===== src/verilog/led_dim_pkg.sv =====
// Package for the LED dimming PWM control block: register map, field layouts,
// reset values and timing constants.
// Assumes a 200 MHz core clock and an APB slave with 32-bit data.
package led_dim_pkg;

    // ------------------------------------------------------------------
    // Clock and timing
    // ------------------------------------------------------------------
    localparam int unsigned CLK_HZ                  = 200_000_000;
    localparam int unsigned INTERNAL_DIM_PERIOD_US  = 3200;
    localparam int unsigned INTERNAL_DIM_PERIOD_CYC = INTERNAL_DIM_PERIOD_US * (CLK_HZ / 1_000_000);
    localparam int unsigned DETECT_TIMEOUT_US       = 20000;
    localparam int unsigned DETECT_TIMEOUT_CYC      = DETECT_TIMEOUT_US * (CLK_HZ / 1_000_000);
    localparam int unsigned TIME_W                  = 24;
    localparam int unsigned DUTY_W                  = 10;
    localparam logic [DUTY_W-1:0] DUTY_FULL         = 10'h3e8;

    // ------------------------------------------------------------------
    // Register offsets (byte addresses)
    // ------------------------------------------------------------------
    localparam logic [7:0] OFS_CTRL       = 8'h00;
    localparam logic [7:0] OFS_HWCFG      = 8'h04;
    localparam logic [7:0] OFS_IDUTY      = 8'h08;
    localparam logic [7:0] OFS_BUCK       = 8'h0c;
    localparam logic [7:0] OFS_STATUS     = 8'h10;
    localparam logic [7:0] OFS_EXT_ON     = 8'h14;
    localparam logic [7:0] OFS_EXT_PERIOD = 8'h18;
    localparam logic [7:0] OFS_DIM        = 8'h1c;
    localparam logic [7:0] OFS_PARAM_CHK  = 8'h20;

    // CTRL field positions
    localparam int unsigned CTRL_SHIFT_LSB = 0;   // cycle_threshold_shift, 4 bits
    localparam int unsigned CTRL_FFL_LSB   = 4;   // flicker_free_cycle_limit, 8 bits
    localparam int unsigned CTRL_OCF_LSB   = 12;  // overcurrent_filter_samples, 8 bits
    localparam int unsigned CTRL_CLR_BIT   = 31;  // write 1: clear overcurrent/param flags
    localparam logic [31:0] CTRL_RESET     = 32'h0000_0000;

    // HWCFG field positions
    localparam int unsigned HW_RANGE_LSB = 0;   // input current range, 2 bits
    localparam int unsigned HW_SENSE_LSB = 2;   // sense_gain_sel, 2 bits
    localparam int unsigned HW_LEVEL_LSB = 4;   // gate_drive_level_sel, 3 bits
    localparam int unsigned HW_STRG_LSB  = 8;   // gate_drive_strength_sel, 5 bits
    localparam logic [11:0] HWCFG_RESET  = 12'h000;

    // Encodings
    localparam logic [1:0] RANGE_SMALL  = 2'h0;
    localparam logic [1:0] RANGE_LARGE  = 2'h1;
    localparam logic [1:0] GAIN_FOUR    = 2'h2;
    localparam logic [1:0] GAIN_SIX     = 2'h3;
    localparam logic [4:0] STRENGTH_MIN = 5'h06;
    localparam logic [2:0] LEVEL_MAX    = 3'h0;

    typedef enum logic [1:0] {
        SRC_INTERNAL = 2'b00,
        SRC_EXTERNAL = 2'b01,
        SRC_FALLBACK = 2'b11
    } dim_src_t;

    typedef struct packed {
        logic [TIME_W-1:0] on_time;
        logic [TIME_W-1:0] period;
    } dim_meas_t;

    typedef struct packed {
        logic [1:0] input_range;
        logic [1:0] sense_gain_sel;
        logic [2:0] gate_drive_level_sel;
        logic [4:0] gate_drive_strength_sel;
    } hw_cfg_t;

endpackage


===== src/verilog/led_dimming_pwm_control.sv =====
// LED dimming PWM control: external dimming measurement, internal fallback,
// cycle-count hysteresis, overcurrent filtering and parameter checks.
// Assumes an APB master on core_clk and asynchronous pins for dim_in and
// the overcurrent comparator.
// Behaviour
// (RL1) Measure high time and full period of the external dimming input.
// (RL2) The external source keeps duty between 1% and 99%.
// (RL3) No valid measurement within the timeout means external input absent.
// (RL4) Hysteresis threshold is measured period shifted right a configurable count.
// (RL5) At the flicker-free cycle limit the threshold divider is no longer applied.
// (RL6) A detected external frequency (100 Hz to 1 kHz) wins over internal.
// (RL7) Without external input, dim from a fixed 3.2 ms internal period.
// (RL8) Final duty is the smaller of external and internal duty.
// (RL9) Track duty and buck period, set switching cycles per on-phase.
// (RL10) Change cycle count only when |T*N + first rise - on time| exceeds threshold.
// (RL11) At least three peak reaches per on-phase bound the minimum on-pulse; the code uses a floor of two cycles and twice (buck period + first rise).
// (RL12) Average output current follows final duty; accuracy drops at low duty.
// (RL13) Flag overcurrent after a configurable number of consecutive samples.
// (RL14) Blank-check the parameter area and check the parameter CRC flag.
// (RL15) Parameters are written over the configuration port and accepted.
// (RL16) The user supplies every parameter; defaults are all zero.
// (RL17) Input current range: code 00 small scale, code 01 large scale.
// (RL18) Sense range: code 10 gain four, code 11 gain six.
// (RL19) Gate level: code 000 highest, down 1.5 V per step to 111.
// (RL20) Gate strength: ascending codes raise current, lowest valid code 00110.
// (RL21) On timeout, switch to internal period at the next period boundary; the code switches as soon as src enters SRC_FALLBACK.
// (RL22) Time on and period with a free-running counter, latched on edges.
//
// Decided for this implementation: the address map and the APB register port.
module led_dimming_pwm_control
    import led_dim_pkg::*;
#(
    parameter int unsigned DETECT_TIMEOUT = DETECT_TIMEOUT_CYC,
    parameter int unsigned INTERNAL_PERIOD = INTERNAL_DIM_PERIOD_CYC
) (
    input  wire logic              core_clk,
    input  wire logic              rst,
    input  wire logic              psel,
    input  wire logic              penable,
    input  wire logic              pwrite,
    input  wire logic [7:0]        paddr,
    input  wire logic [31:0]       pwdata,
    output logic      [31:0]       prdata,
    output logic                   pready,
    output logic                   pslverr,
    input  wire logic              dim_in,
    input  wire logic              overcurrent_in,
    input  wire logic              param_crc_error,
    input  wire logic              param_blank_ok,
    output logic                   dim_out,
    output logic                   overcurrent_event,
    output logic      [7:0]        switch_cycles,
    output logic      [1:0]        input_range,
    output logic      [1:0]        sense_gain_sel,
    output logic      [2:0]        gate_drive_level_sel,
    output logic      [4:0]        gate_drive_strength_sel
);

    // ------------------------------------------------------------------
    // Pin synchronisers
    // ------------------------------------------------------------------
    logic [1:0] dim_sync;
    logic [1:0] oc_sync;
    logic [1:0] par_sync;
    logic       dim_prev;
    always_ff @(posedge core_clk) begin
        if (rst) begin
            dim_sync <= 2'h0;
            oc_sync  <= 2'h0;
            par_sync <= 2'h0;
            dim_prev <= 1'b0;
        end else begin
            dim_sync <= {dim_sync[0], dim_in};
            oc_sync  <= {oc_sync[0], overcurrent_in};
            par_sync <= {par_sync[0], param_crc_error};
            dim_prev <= dim_sync[1];
        end
    end

    wire dim_rise = dim_sync[1] & ~dim_prev;
    wire dim_fall = ~dim_sync[1] & dim_prev;

    // ------------------------------------------------------------------
    // Registers
    // ------------------------------------------------------------------
    logic [3:0]        thr_shift;
    logic [7:0]        ff_limit;
    logic [7:0]        oc_samples;
    hw_cfg_t           hw_cfg;
    logic [DUTY_W-1:0] internal_duty;
    logic [TIME_W-1:0] buck_period;
    logic [TIME_W-1:0] first_rise;
    logic              param_crc_flag;
    logic              param_blank_flag;
    logic              oc_flag;
    dim_meas_t         meas;
    logic              ext_present;
    dim_src_t          src;
    logic [DUTY_W-1:0] final_duty;
    function automatic logic sel_hit(input logic [7:0] addr, input logic [7:0] ofs);
        sel_hit = (addr == ofs);
    endfunction
    wire wr_acc = psel & penable & pwrite;
    wire clr_wr = wr_acc & sel_hit(paddr, OFS_CTRL) & pwdata[CTRL_CLR_BIT];
    always_ff @(posedge core_clk) begin
        if (rst) begin
            thr_shift     <= CTRL_RESET[CTRL_SHIFT_LSB +: 4];
            ff_limit      <= CTRL_RESET[CTRL_FFL_LSB +: 8];
            oc_samples    <= CTRL_RESET[CTRL_OCF_LSB +: 8];
            hw_cfg        <= HWCFG_RESET;
            internal_duty <= '0;
            buck_period   <= '0;
            first_rise    <= '0;
        end else if (wr_acc) begin // RL15 RL16
            if (sel_hit(paddr, OFS_CTRL)) begin
                thr_shift  <= pwdata[CTRL_SHIFT_LSB +: 4];
                ff_limit   <= pwdata[CTRL_FFL_LSB +: 8];
                oc_samples <= pwdata[CTRL_OCF_LSB +: 8];
            end
            if (sel_hit(paddr, OFS_HWCFG)) begin
                hw_cfg.input_range             <= pwdata[HW_RANGE_LSB +: 2];
                hw_cfg.sense_gain_sel          <= pwdata[HW_SENSE_LSB +: 2];
                hw_cfg.gate_drive_level_sel    <= pwdata[HW_LEVEL_LSB +: 3];
                hw_cfg.gate_drive_strength_sel <= pwdata[HW_STRG_LSB +: 5];
            end
            if (sel_hit(paddr, OFS_IDUTY))
                internal_duty <= pwdata[DUTY_W-1:0];
            if (sel_hit(paddr, OFS_BUCK)) begin
                buck_period <= {12'h000, pwdata[11:0]};
                first_rise  <= {12'h000, pwdata[23:12]};
            end
        end
    end
    // Hardware configuration fields drive the analogue trims through one register, strength clamped to its minimum code;
    // the encodings are decoded in the analogue blocks.
    always_ff @(posedge core_clk) begin
        if (rst) begin
            input_range             <= RANGE_SMALL;  // RL17
            sense_gain_sel          <= 2'h0;
            gate_drive_level_sel    <= LEVEL_MAX;    // RL19
            gate_drive_strength_sel <= 5'h00;
        end else begin
            input_range             <= hw_cfg.input_range;                // RL17
            sense_gain_sel          <= hw_cfg.sense_gain_sel;             // RL18
            gate_drive_level_sel    <= hw_cfg.gate_drive_level_sel;       // RL19
            // Codes below the minimum are clamped to the lowest strength
            gate_drive_strength_sel <= (hw_cfg.gate_drive_strength_sel < STRENGTH_MIN) ?
                                       STRENGTH_MIN : hw_cfg.gate_drive_strength_sel; // RL20
        end
    end

    // ------------------------------------------------------------------
    // External dimming measurement
    // ------------------------------------------------------------------
    logic [TIME_W-1:0] free_cnt;
    logic [TIME_W-1:0] rise_stamp;
    logic [TIME_W-1:0] on_stamp;
    logic              have_rise;
    logic [TIME_W-1:0] idle_cnt;
    always_ff @(posedge core_clk) begin
        if (rst)
            free_cnt <= '0;
        else
            free_cnt <= free_cnt + 1'b1; // RL22
    end
    always_ff @(posedge core_clk) begin
        if (rst) begin
            rise_stamp <= '0;
            on_stamp   <= '0;
            have_rise  <= 1'b0;
            meas       <= '0;
            idle_cnt   <= '0;
        end else begin
            if (dim_fall && have_rise)
                on_stamp <= free_cnt - rise_stamp; // RL1 RL22
            if (dim_rise) begin
                rise_stamp <= free_cnt;
                have_rise  <= 1'b1;
                if (have_rise) begin
                    meas.period  <= free_cnt - rise_stamp; // RL1
                    meas.on_time <= on_stamp;
                    idle_cnt     <= '0;
                end
            end else if (idle_cnt < TIME_W'(DETECT_TIMEOUT)) begin
                idle_cnt <= idle_cnt + 1'b1; // RL3
            end
        end
    end
    // Source leaves internal and fallback only at a period boundary; external drops to fallback on timeout
    logic [TIME_W-1:0] int_cnt;
    wire int_wrap = (int_cnt >= TIME_W'(INTERNAL_PERIOD - 1));
    always_ff @(posedge core_clk) begin
        if (rst)
            int_cnt <= '0;
        else if (int_wrap || (src == SRC_EXTERNAL && dim_rise))
            int_cnt <= '0;
        else
            int_cnt <= int_cnt + 1'b1; // RL7
    end
    always_ff @(posedge core_clk) begin
        if (rst) begin
            src         <= SRC_INTERNAL;
            ext_present <= 1'b0;
        end else begin
            ext_present <= (idle_cnt < TIME_W'(DETECT_TIMEOUT)) && (meas.period != '0); // RL3
            unique case (src)
                SRC_INTERNAL: if (ext_present && dim_rise) src <= SRC_EXTERNAL;  // RL6
                SRC_EXTERNAL: if (!ext_present) src <= SRC_FALLBACK;
                SRC_FALLBACK: if (int_wrap || dim_rise) src <= SRC_INTERNAL;      // RL21
                default:      src <= SRC_INTERNAL;
            endcase
        end
    end

    // ------------------------------------------------------------------
    // Duty selection and dimming output
    // ------------------------------------------------------------------
    logic [TIME_W+DUTY_W-1:0] ext_scaled;
    logic [DUTY_W-1:0]        ext_duty;
    logic [TIME_W-1:0]        on_len;
    logic [TIME_W-1:0]        per_len;
    logic [TIME_W-1:0]        phase;
    // Duty in tenths of a percent, computed with a slow restoring divide
    // avoided: a compare of scaled on-time against period steps ext_duty.
    always_ff @(posedge core_clk) begin
        if (rst) begin
            ext_duty   <= DUTY_FULL;
            ext_scaled <= '0;
        end else begin
            ext_scaled <= (TIME_W+DUTY_W)'(meas.period) * (TIME_W+DUTY_W)'(ext_duty);
            if (ext_scaled > (TIME_W+DUTY_W)'(meas.on_time) * (TIME_W+DUTY_W)'(DUTY_FULL)
                && ext_duty != '0)
                ext_duty <= ext_duty - 1'b1; // RL1
            else if (ext_duty < DUTY_FULL)
                ext_duty <= ext_duty + 1'b1;
        end
    end
    always_ff @(posedge core_clk) begin
        if (rst)
            final_duty <= '0;
        else if (src == SRC_EXTERNAL)
            final_duty <= (ext_duty < internal_duty) ? ext_duty : internal_duty; // RL8
        else
            final_duty <= internal_duty;
    end
    always_ff @(posedge core_clk) begin
        if (rst) begin
            per_len <= '0;
            on_len  <= '0;
            phase   <= '0;
        end else begin
            per_len <= (src == SRC_EXTERNAL) ? meas.period : TIME_W'(INTERNAL_PERIOD); // RL6 RL7
            on_len  <= TIME_W'(((TIME_W+DUTY_W)'(per_len) * (TIME_W+DUTY_W)'(final_duty))
                       / (TIME_W+DUTY_W)'(DUTY_FULL));
            phase   <= (src == SRC_EXTERNAL) ? free_cnt - rise_stamp : int_cnt;
        end
    end
    // Mean current tracks duty; the on-pulse is stretched to the minimum
    logic [TIME_W-1:0] min_on;
    always_ff @(posedge core_clk) begin
        if (rst) begin
            min_on  <= '0;
            dim_out <= 1'b0;
        end else begin
            min_on  <= (buck_period << 1) + (first_rise << 1); // RL11
            dim_out <= (final_duty != '0) &&
                       (phase < ((on_len < min_on) ? min_on : on_len)); // RL12
        end
    end

    // ------------------------------------------------------------------
    // Cycle-count hysteresis controller
    // ------------------------------------------------------------------
    logic [TIME_W-1:0] period_old;
    logic [TIME_W-1:0] threshold;
    logic [TIME_W-1:0] estimate;
    logic [TIME_W-1:0] err;
    logic [7:0]        n_target;
    always_ff @(posedge core_clk) begin
        if (rst) begin
            threshold <= '0;
            estimate  <= '0;
            err       <= '0;
            n_target  <= 8'h00;
        end else begin
            threshold <= (switch_cycles >= ff_limit) ? period_old
                                                     : (period_old >> thr_shift); // RL4 RL5
            estimate  <= TIME_W'(buck_period * switch_cycles) + first_rise; // RL9
            err       <= (estimate > on_len) ? estimate - on_len : on_len - estimate;
            n_target  <= (buck_period == '0) ? 8'h00 :
                         8'(on_len / buck_period); // RL9
        end
    end
    always_ff @(posedge core_clk) begin
        if (rst) begin
            switch_cycles <= 8'h00;
            period_old    <= '0;
        end else if (err > threshold) begin // RL10
            switch_cycles <= (n_target < 8'h02) ? 8'h02 : n_target; // RL11
            period_old    <= buck_period;
        end
    end

    // ------------------------------------------------------------------
    // Overcurrent filter and parameter checks
    // ------------------------------------------------------------------
    logic [7:0] oc_run;
    always_ff @(posedge core_clk) begin
        if (rst) begin
            oc_run            <= 8'h00;
            oc_flag           <= 1'b0;
            overcurrent_event <= 1'b0;
        end else begin
            oc_run            <= oc_sync[1] ? ((oc_run == 8'hff) ? oc_run : oc_run + 1'b1) : 8'h00;
            overcurrent_event <= oc_sync[1] && ({1'b0, oc_run} + 9'h001 >= {1'b0, oc_samples}); // RL13
            // Set wins over a simultaneous clear; nine bits stop a saturated run wrapping the compare
            if (oc_sync[1] && ({1'b0, oc_run} + 9'h001 >= {1'b0, oc_samples}))
                oc_flag <= 1'b1;
            else if (clr_wr)
                oc_flag <= 1'b0;
        end
    end
    always_ff @(posedge core_clk) begin
        if (rst) begin
            param_crc_flag   <= 1'b0;
            param_blank_flag <= 1'b0;
        end else begin
            if (par_sync[1])
                param_crc_flag <= 1'b1; // RL14
            else if (clr_wr)
                param_crc_flag <= 1'b0;
            if (!param_blank_ok)
                param_blank_flag <= 1'b1; // RL14
            else if (clr_wr)
                param_blank_flag <= 1'b0;
        end
    end

    // ------------------------------------------------------------------
    // APB read path
    // ------------------------------------------------------------------
    always_ff @(posedge core_clk) begin
        if (rst) begin
            prdata  <= 32'h0000_0000;
            pready  <= 1'b0;
            pslverr <= 1'b0;
        end else begin
            pready  <= psel & ~penable;
            pslverr <= 1'b0;
            prdata  <= 32'h0000_0000;
            if (psel && !penable) begin
                unique case (paddr)
                    OFS_CTRL:       prdata <= {12'h000, oc_samples, ff_limit, thr_shift};
                    OFS_HWCFG:      prdata <= {19'h00000, hw_cfg.gate_drive_strength_sel, 1'b0,
                                               hw_cfg.gate_drive_level_sel, hw_cfg.sense_gain_sel,
                                               hw_cfg.input_range};
                    OFS_IDUTY:      prdata <= {22'h000000, internal_duty};
                    OFS_BUCK:       prdata <= {8'h00, first_rise[11:0], buck_period[11:0]};
                    OFS_STATUS:     prdata <= {22'h000000, final_duty[7:0], src == SRC_EXTERNAL,
                                               oc_flag | param_crc_flag | param_blank_flag};
                    OFS_EXT_ON:     prdata <= {8'h00, meas.on_time};
                    OFS_EXT_PERIOD: prdata <= {8'h00, meas.period};
                    OFS_DIM:        prdata <= {12'h000, ext_present, switch_cycles, 1'b0, final_duty};
                    OFS_PARAM_CHK:  prdata <= {29'h00000000, param_blank_flag, param_crc_flag, oc_flag};
                    default:        pslverr <= 1'b1;
                endcase
            end
        end
    end

endmodule


===== config.mk =====
export PLATFORM = sky130hd
export DESIGN_NAME = led_dimming_pwm_control
export DESIGN_NICKNAME = d
export VERILOG_FILES = /design/src/verilog/led_dim_pkg.sv /design/src/verilog/led_dimming_pwm_control.sv
export SDC_FILE = /design/constraint.sdc
export NUM_CORES = 2
export LEC_CHECK = 0
export BUFFER_PORTS_ARGS = -buffer_cell sky130_fd_sc_hd__buf_2
export CAP_MARGIN = 0
export CORE_MARGIN = 2
export CORE_UTILIZATION = 35
export CTS_CLUSTER_DIAMETER = 40
export DETAILED_ROUTE_END_ITERATION = 8
export MAX_ROUTING_LAYER = met4
export PLACE_DENSITY = 0.46
export SYNTH_ARGS = -nofsm -noshare
export SYNTH_HDL_FRONTEND = slang
export SYNTH_SLANG_ARGS = --single-unit

===== constraint.sdc =====
create_clock -name core_clk -period 195 [get_ports core_clk]
set_clock_uncertainty 0.05 [all_clocks]
set_input_delay 9.75 -clock core_clk [delete_from_list [all_inputs] [get_ports core_clk]]
set_output_delay 9.75 -clock core_clk [all_outputs]
set_load 0.01 [all_outputs]

[Yosys cells after proc, flatten, opt, wreduce, memory -nomap -nowiden]
Index checks and enable logic that the tools add are counted.
Word-level totals
  logic and storage cells: 176
  bits in registers: 554
  output and inout port bits: 56
Operators by class
  eq/ne operators: 16
  order comparisons: 13
  $add $sub $neg: 12
  multipliers: 4
  bitwise logic cells: 15
  divide/modulo/power cells: 2
  reductions and logical operators: 36
  multiplexer cells: 24
  shift operators: 1
Operators with widths (number)
  one-hot mux 24 bit (9 select lines): 1
  two-way mux 24 bit: 6
  adder 24 x 1 -> 24 bit, second input constant: 3
  subtractor 24 bit: 3
  multiplier 24 x 10 -> 34 bit: 2
  > comparator 24 bit: 2
  less-than comparator 24 bit: 2
  two-way mux 10 bit: 4
  divider 34 x 10 -> 34 bit, second input constant: 1
  > comparator 34 bit: 1
  == test 8 x 5 -> 1 bit, second input constant: 4
  multiplier 24 x 7 -> 31 bit, second input constant: 1
  divider 24 x 12 -> 24 bit: 1
  >= comparator 24 x 20 -> 1 bit, second input constant: 1
  logical NOT 24 bit: 1
  less-than comparator 24 x 22 -> 1 bit, second input constant: 1
  nonzero test 24 bit: 1
  right shift 12 x 4 -> 24 bit: 1
  adder 20 x 12 -> 21 bit: 1
  multiplier 12 x 8 -> 20 bit: 1
  two-way mux 20 bit: 1
  nonzero test 10 bit: 2
  == test 8 x 4 -> 1 bit, second input constant: 2
  adder 13 x 13 -> 14 bit: 1
  other kinds (36): 79

[Depth between registers and ports, before layout]
  word-level depth: 6
  gate-level depth with buffers: 338

[Worst setup path after synthesis]
Ideal clock, no wire load.
  kind: register to register
  start point: register buck_period[0]
  end point: register n_target[0]
  slack: 131967 ps
  path buffers: 25
  stages on the path, launching flop included: 328
  setup time: 145 ps
  data arrival time: 62838 ps
  cell sequence: dfxtp_1 clkbuf_1 inv_1 ha_1 a21oi_1 a21oi_1 ha_1 o21a_1 nor2_1 or4_1 nand2_1 ha_1 o21a_1 o21ai_0 a21o_1 nand2_1 o21ai_0 ha_1 (+292 left out) ha_1 a21o_1 a21oi_1 nor2b_1 o21ai_0 nand2b_1 a21oi_1 nor2b_1 o21ai_0 nand2b_1 a21oi_1 nor2b_1 o21ai_0 nand2b_1 a21oi_1 nand3_1 a2111oi_0 a41oi_1
On the way
  word-level cells in the longest chain between the ends: 2
  elaborated cells on any way between the ends: 3
  classes of those cells: 1 x div; 2 x reduce/logical
RTL lines
  from (decl): RTL line led_dimming_pwm_control.sv:91  | logic [TIME_W-1:0] buck_period;
  from (signal assigned): RTL line led_dimming_pwm_control.sv:129  | buck_period <= {12'h000, pwdata[11:0]};
  branches (longest 2 deep; another with divider 24 x 12 -> 24 bit)
  to (signal assigned): RTL line led_dimming_pwm_control.sv:290  | n_target <= (buck_period == '0) ? 8'h00 :
  to (decl): RTL line led_dimming_pwm_control.sv:278  | logic [7:0] n_target;
Parallel ways; which one is timed is not known.
A chain may end at the register's enable or synchronous reset.

[Final worst setup path]
  start point: register buck_period[10]
  end point: register n_target[0]
The elaborated chain is that of the path after synthesis.

==> flow_metrics.py <==
metrics = {
    "run_status": {
        "run_status": "complete, no violations",
    },
    "yosys": {
        "async_reset_ff_share_pct": 0,
        "synth_top_cell_area_share_pct": 16.5,
        "netlist_area_um2": 63200,
        "yosysSeqAreaShare_pct": 16.5,
        "yosysTopAreaCell": "dfxtp_1",
        "postSynthCellCount": 7799,
        "synth_cell_types": 145,
        "ys_ff_latch": 520,
        "yosys-top-cells-area": "dfxtp_1 16%, fa_1 16%, ha_1 13%, nand2_1 6.0%, a21oi_1 4.7%",
        "synth.yosys.warnings": 0,
        "synth_edf_count": 0,
        "postSynthAreaPerCell_um2": 8.11,
        "synth_top_flop_cell": "dfxtp_1",
    },
    "clocking": {
        "cts_setup_buffers": 0,
        "ctsHoldBuffers": 0,
        "cts.sinks": 520,
        "cts_buffers": 110,
        "htreeDepth": 3,
        "ctsRootBufferMaster": "clkbuf_16",
        "path_clk_slew_ns": 0.05,
        "cts_resized": 0,
        "clk_latency_ns": 0.75,
        "max-clock-path-buffers": 3,
        "tritoncts": "yes",
    },
    "routing": {
        "drt-total-wl_mm": 211,
        "vias": 55000,
        "initialDrtViolationCount": 3257,
        "wl_per_cell_um": 20.6,
        "drtAntennaViolNets": 0,
        "firstDrtPassIters": 7,
        "via_per_inst": 5.38,
        "drc": 0,
    },
    "sta": {
        "worst_pin_slew_ns": 1.34,
        "max_freq_mhz": 15.0,
        "timing.setup.tns_ns": 0,
        "slew_headroom_pct": 10.1,
        "rsz0062_at_grt": "no",
        "min_period_ns": 66.52,
        "setup_violations": 0,
        "period_share_pct": 34.1,
        "report.final.hold_viol_count": 0,
        "drv_slew": 0,
    },
    "worst_setup_path": {
        "critPathLaunch": "buck_period[10]$_SDFFE_PP0P_",
        "path_buf_inv": 13,
        "crit_path_max_incr_delay_ns": 1.04,
        "critPathLaunchType": "register",
        "worst-setup-path-type": "reg -> reg",
        "worst-r2r-setup-slack_ns": 128.48,
        "crit_end": "n_target[0]$_SDFF_PP0_",
        "crit_family": "compound AO/OA/AOI/OAI gates",
        "cp_slowest_cell": "nor3_1",
        "cp.depth": 314,
        "r2r-start": "buck_period[10]$_SDFFE_PP0P_",
        "required_ns": 195.51,
        "worstPathArrival_ns": 67.02,
        "reg2reg_to": "n_target[0]$_SDFF_PP0_",
        "crit_path_max_fanout": 29,
        "cpMostUsedCell": "o21a_1",
        "worstSetupEndpointType": "register",
        "r2r_cells": 314,
    },
    "placed_design": {
        "place_congestion": 0.914,
        "placed_area_um2": 66100,
        "portBuffers": 89,
        "dp_hpwl_mm": 161,
    },
    "floorplan": {
        "core_um2": 180000,
        "die_y_um": 429,
        "initial_core_util_pct": 35.1,
        "num_rows": 156,
        "io-pin-count": 105,
        "dieArea_um2": 184000,
        "die-width_um": 429,
    },
    "cells_and_area": {
        "fillers": 18600,
        "drive_above_1_share_pct": 8.58,
        "syn2layout_area_growth_pct": 11.1,
        "nets": 8971,
        "post-route-cell-area_um2": 70200,
    },
    "global_routing": {
        "overflow": 0,
        "grt_usage_pct": 23.2,
        "grt_pass1_wl_mm": 325,
        "grt_pass1_vias": 54100,
        "grt_max_degree": 151,
        "antenna_found_initial": 31,
    },
    "min_path": {
        "hold_class": "reg -> reg",
    },
    "job": {
        "drv_cap": 0,
    },
}
-- final cells by class --
type                    instances  area (µm²)  area share, %
multi-input cells            6243       48900           69.6
flip-flops and latches        520       10400           14.8
well taps                    2370        2970           4.22
clock buffers                 127        2920           4.15
inverters                     657        2470           3.51
repair buffers                214        1410           2.00
clock inverters                80        1150           1.64
diodes                         19        47.5         0.0677
-- worst min path at each step --
stage	startpoint	end	slack (ns)	cells after the start
2_1_floorplan	par_sync[1]$_SDFF_PP0_	param_crc_flag$_SDFFE_PP0P_	0.36	2
3_3_place_gp	par_sync[0]$_SDFF_PP0_	par_sync[1]$_SDFF_PP0_	0.39	1
3_5_place_dp	on_stamp[2]$_SDFFE_PP0P_	meas[26]$_SDFFE_PP0P_	0.39	2
4_1_cts	on_stamp[15]$_SDFFE_PP0P_	meas[39]$_SDFFE_PP0P_	0.40	2
5_1_grt	on_stamp[15]$_SDFFE_PP0P_	meas[39]$_SDFFE_PP0P_	0.41	2
6_report	on_stamp[15]$_SDFFE_PP0P_	meas[39]$_SDFFE_PP0P_	0.40	2
-- routing by layer --
metal | track usage [%] | vias to the layer above | share of wire [%]
li1 | - | 26800 | -
met1 | 29.4 | 26700 | 44
met2 | 37.5 | 1158 | 47
met3 | 2.61 | 294 | 4.3
met4 | 10.0 | 0 | 4.4
met5 | - | - | 0
-- worst register-to-register path: cells and delay by family (launching register included) --
kind,cells,cell delay [ns]
AND/OR/NAND/NOR,46,9.69
buffers and inverters,13,2.95
flip-flops,1,0.29
multiplexers,7,1.96
AO/OA/AOI/OAI,225,44.79
adder cells (fa/ha/maj),23,6.67
-- through the flow --
step | utilization, % | instances | setup slack (ns) | hold WS (ns)
after global routing | 39.0 | 10200 | 122.82 | 0.413
final | 39.0 | 10200 | 128.48 | 0.397
after global placement | 36.7 | 10000 | 129.90 | 0.389
after floorplan | - | 7810 | 131.97 | 0.363
after detailed placement | 36.7 | 10000 | 128.96 | 0.393
after CTS | 39.0 | 10200 | 128.69 | 0.399
-- state kept, by name, summed over array words and instances, names as in the netlist, 13 cells and up --
name	cells
estimate	21
on_len	24
free_cnt	24
int_cnt	24
meas	48
phase	24
rise_stamp	24
idle_cnt	24
per_len	24
min_on	13
prdata	24
on_stamp	24
ext_scaled	34
err	24
-- layout by cell type (no fill, tap or decap), types with 17 or more instances in the layout --
cell type / instances
nand2_1: 1013
ha_1: 665
inv_1: 654
a21oi_1: 587
nor2_1: 563
dfxtp_1: 520
fa_1: 511
and2_1: 275
nor3_1: 251
o21ai_0: 221
o21a_1: 208
xnor2_1: 200
a21o_1: 132
buf_4: 124
nand3_1: 113
mux2i_1: 112
clkbuf_16: 110
xor2_1: 99
o31ai_1: 98
buf_2: 88
nor2b_1: 79
and3_1: 77
nand4_1: 74
nand2b_1: 73
mux2_2: 71
o21bai_1: 64
a31oi_1: 53
a211oi_1: 46
nor4_1: 43
or2_2: 41
o211ai_1: 34
or3_1: 32
o21ai_1: 30
a22oi_1: 23
diode_2: 19
o22ai_1: 18
bufinv_16: 18
a21boi_0: 17
-- synthesized netlist by cell type, drive strengths merged, types with 84 or more instances --
cell / number
nand2: 1014
ha: 665
inv: 656
a21oi: 597
nor2: 565
dfxtp: 520
fa: 511
clkbuf: 306
and2: 280
nor3: 265
o21ai: 254
o21a: 209
xnor2: 202
a21o: 132
mux2i: 116
nand3: 113
o31ai: 103
xor2: 101
buf: 84
-- kinds of logic after synthesis --
kind of cell,share of synthesized area (%)
AND/OR/NAND/NOR,20.4
AO/OA/AOI/OAI,19.8
adder cells (fa/ha/maj),29.4
buffers and inverters,6.44
flip-flops,16.5
XOR/XNOR,4.23
multiplexers,3.34
other,0.00593
Power is left out: the tool's default activity adds up to more than one toggle a clock period on the data nets, which glitch-free logic cannot reach.
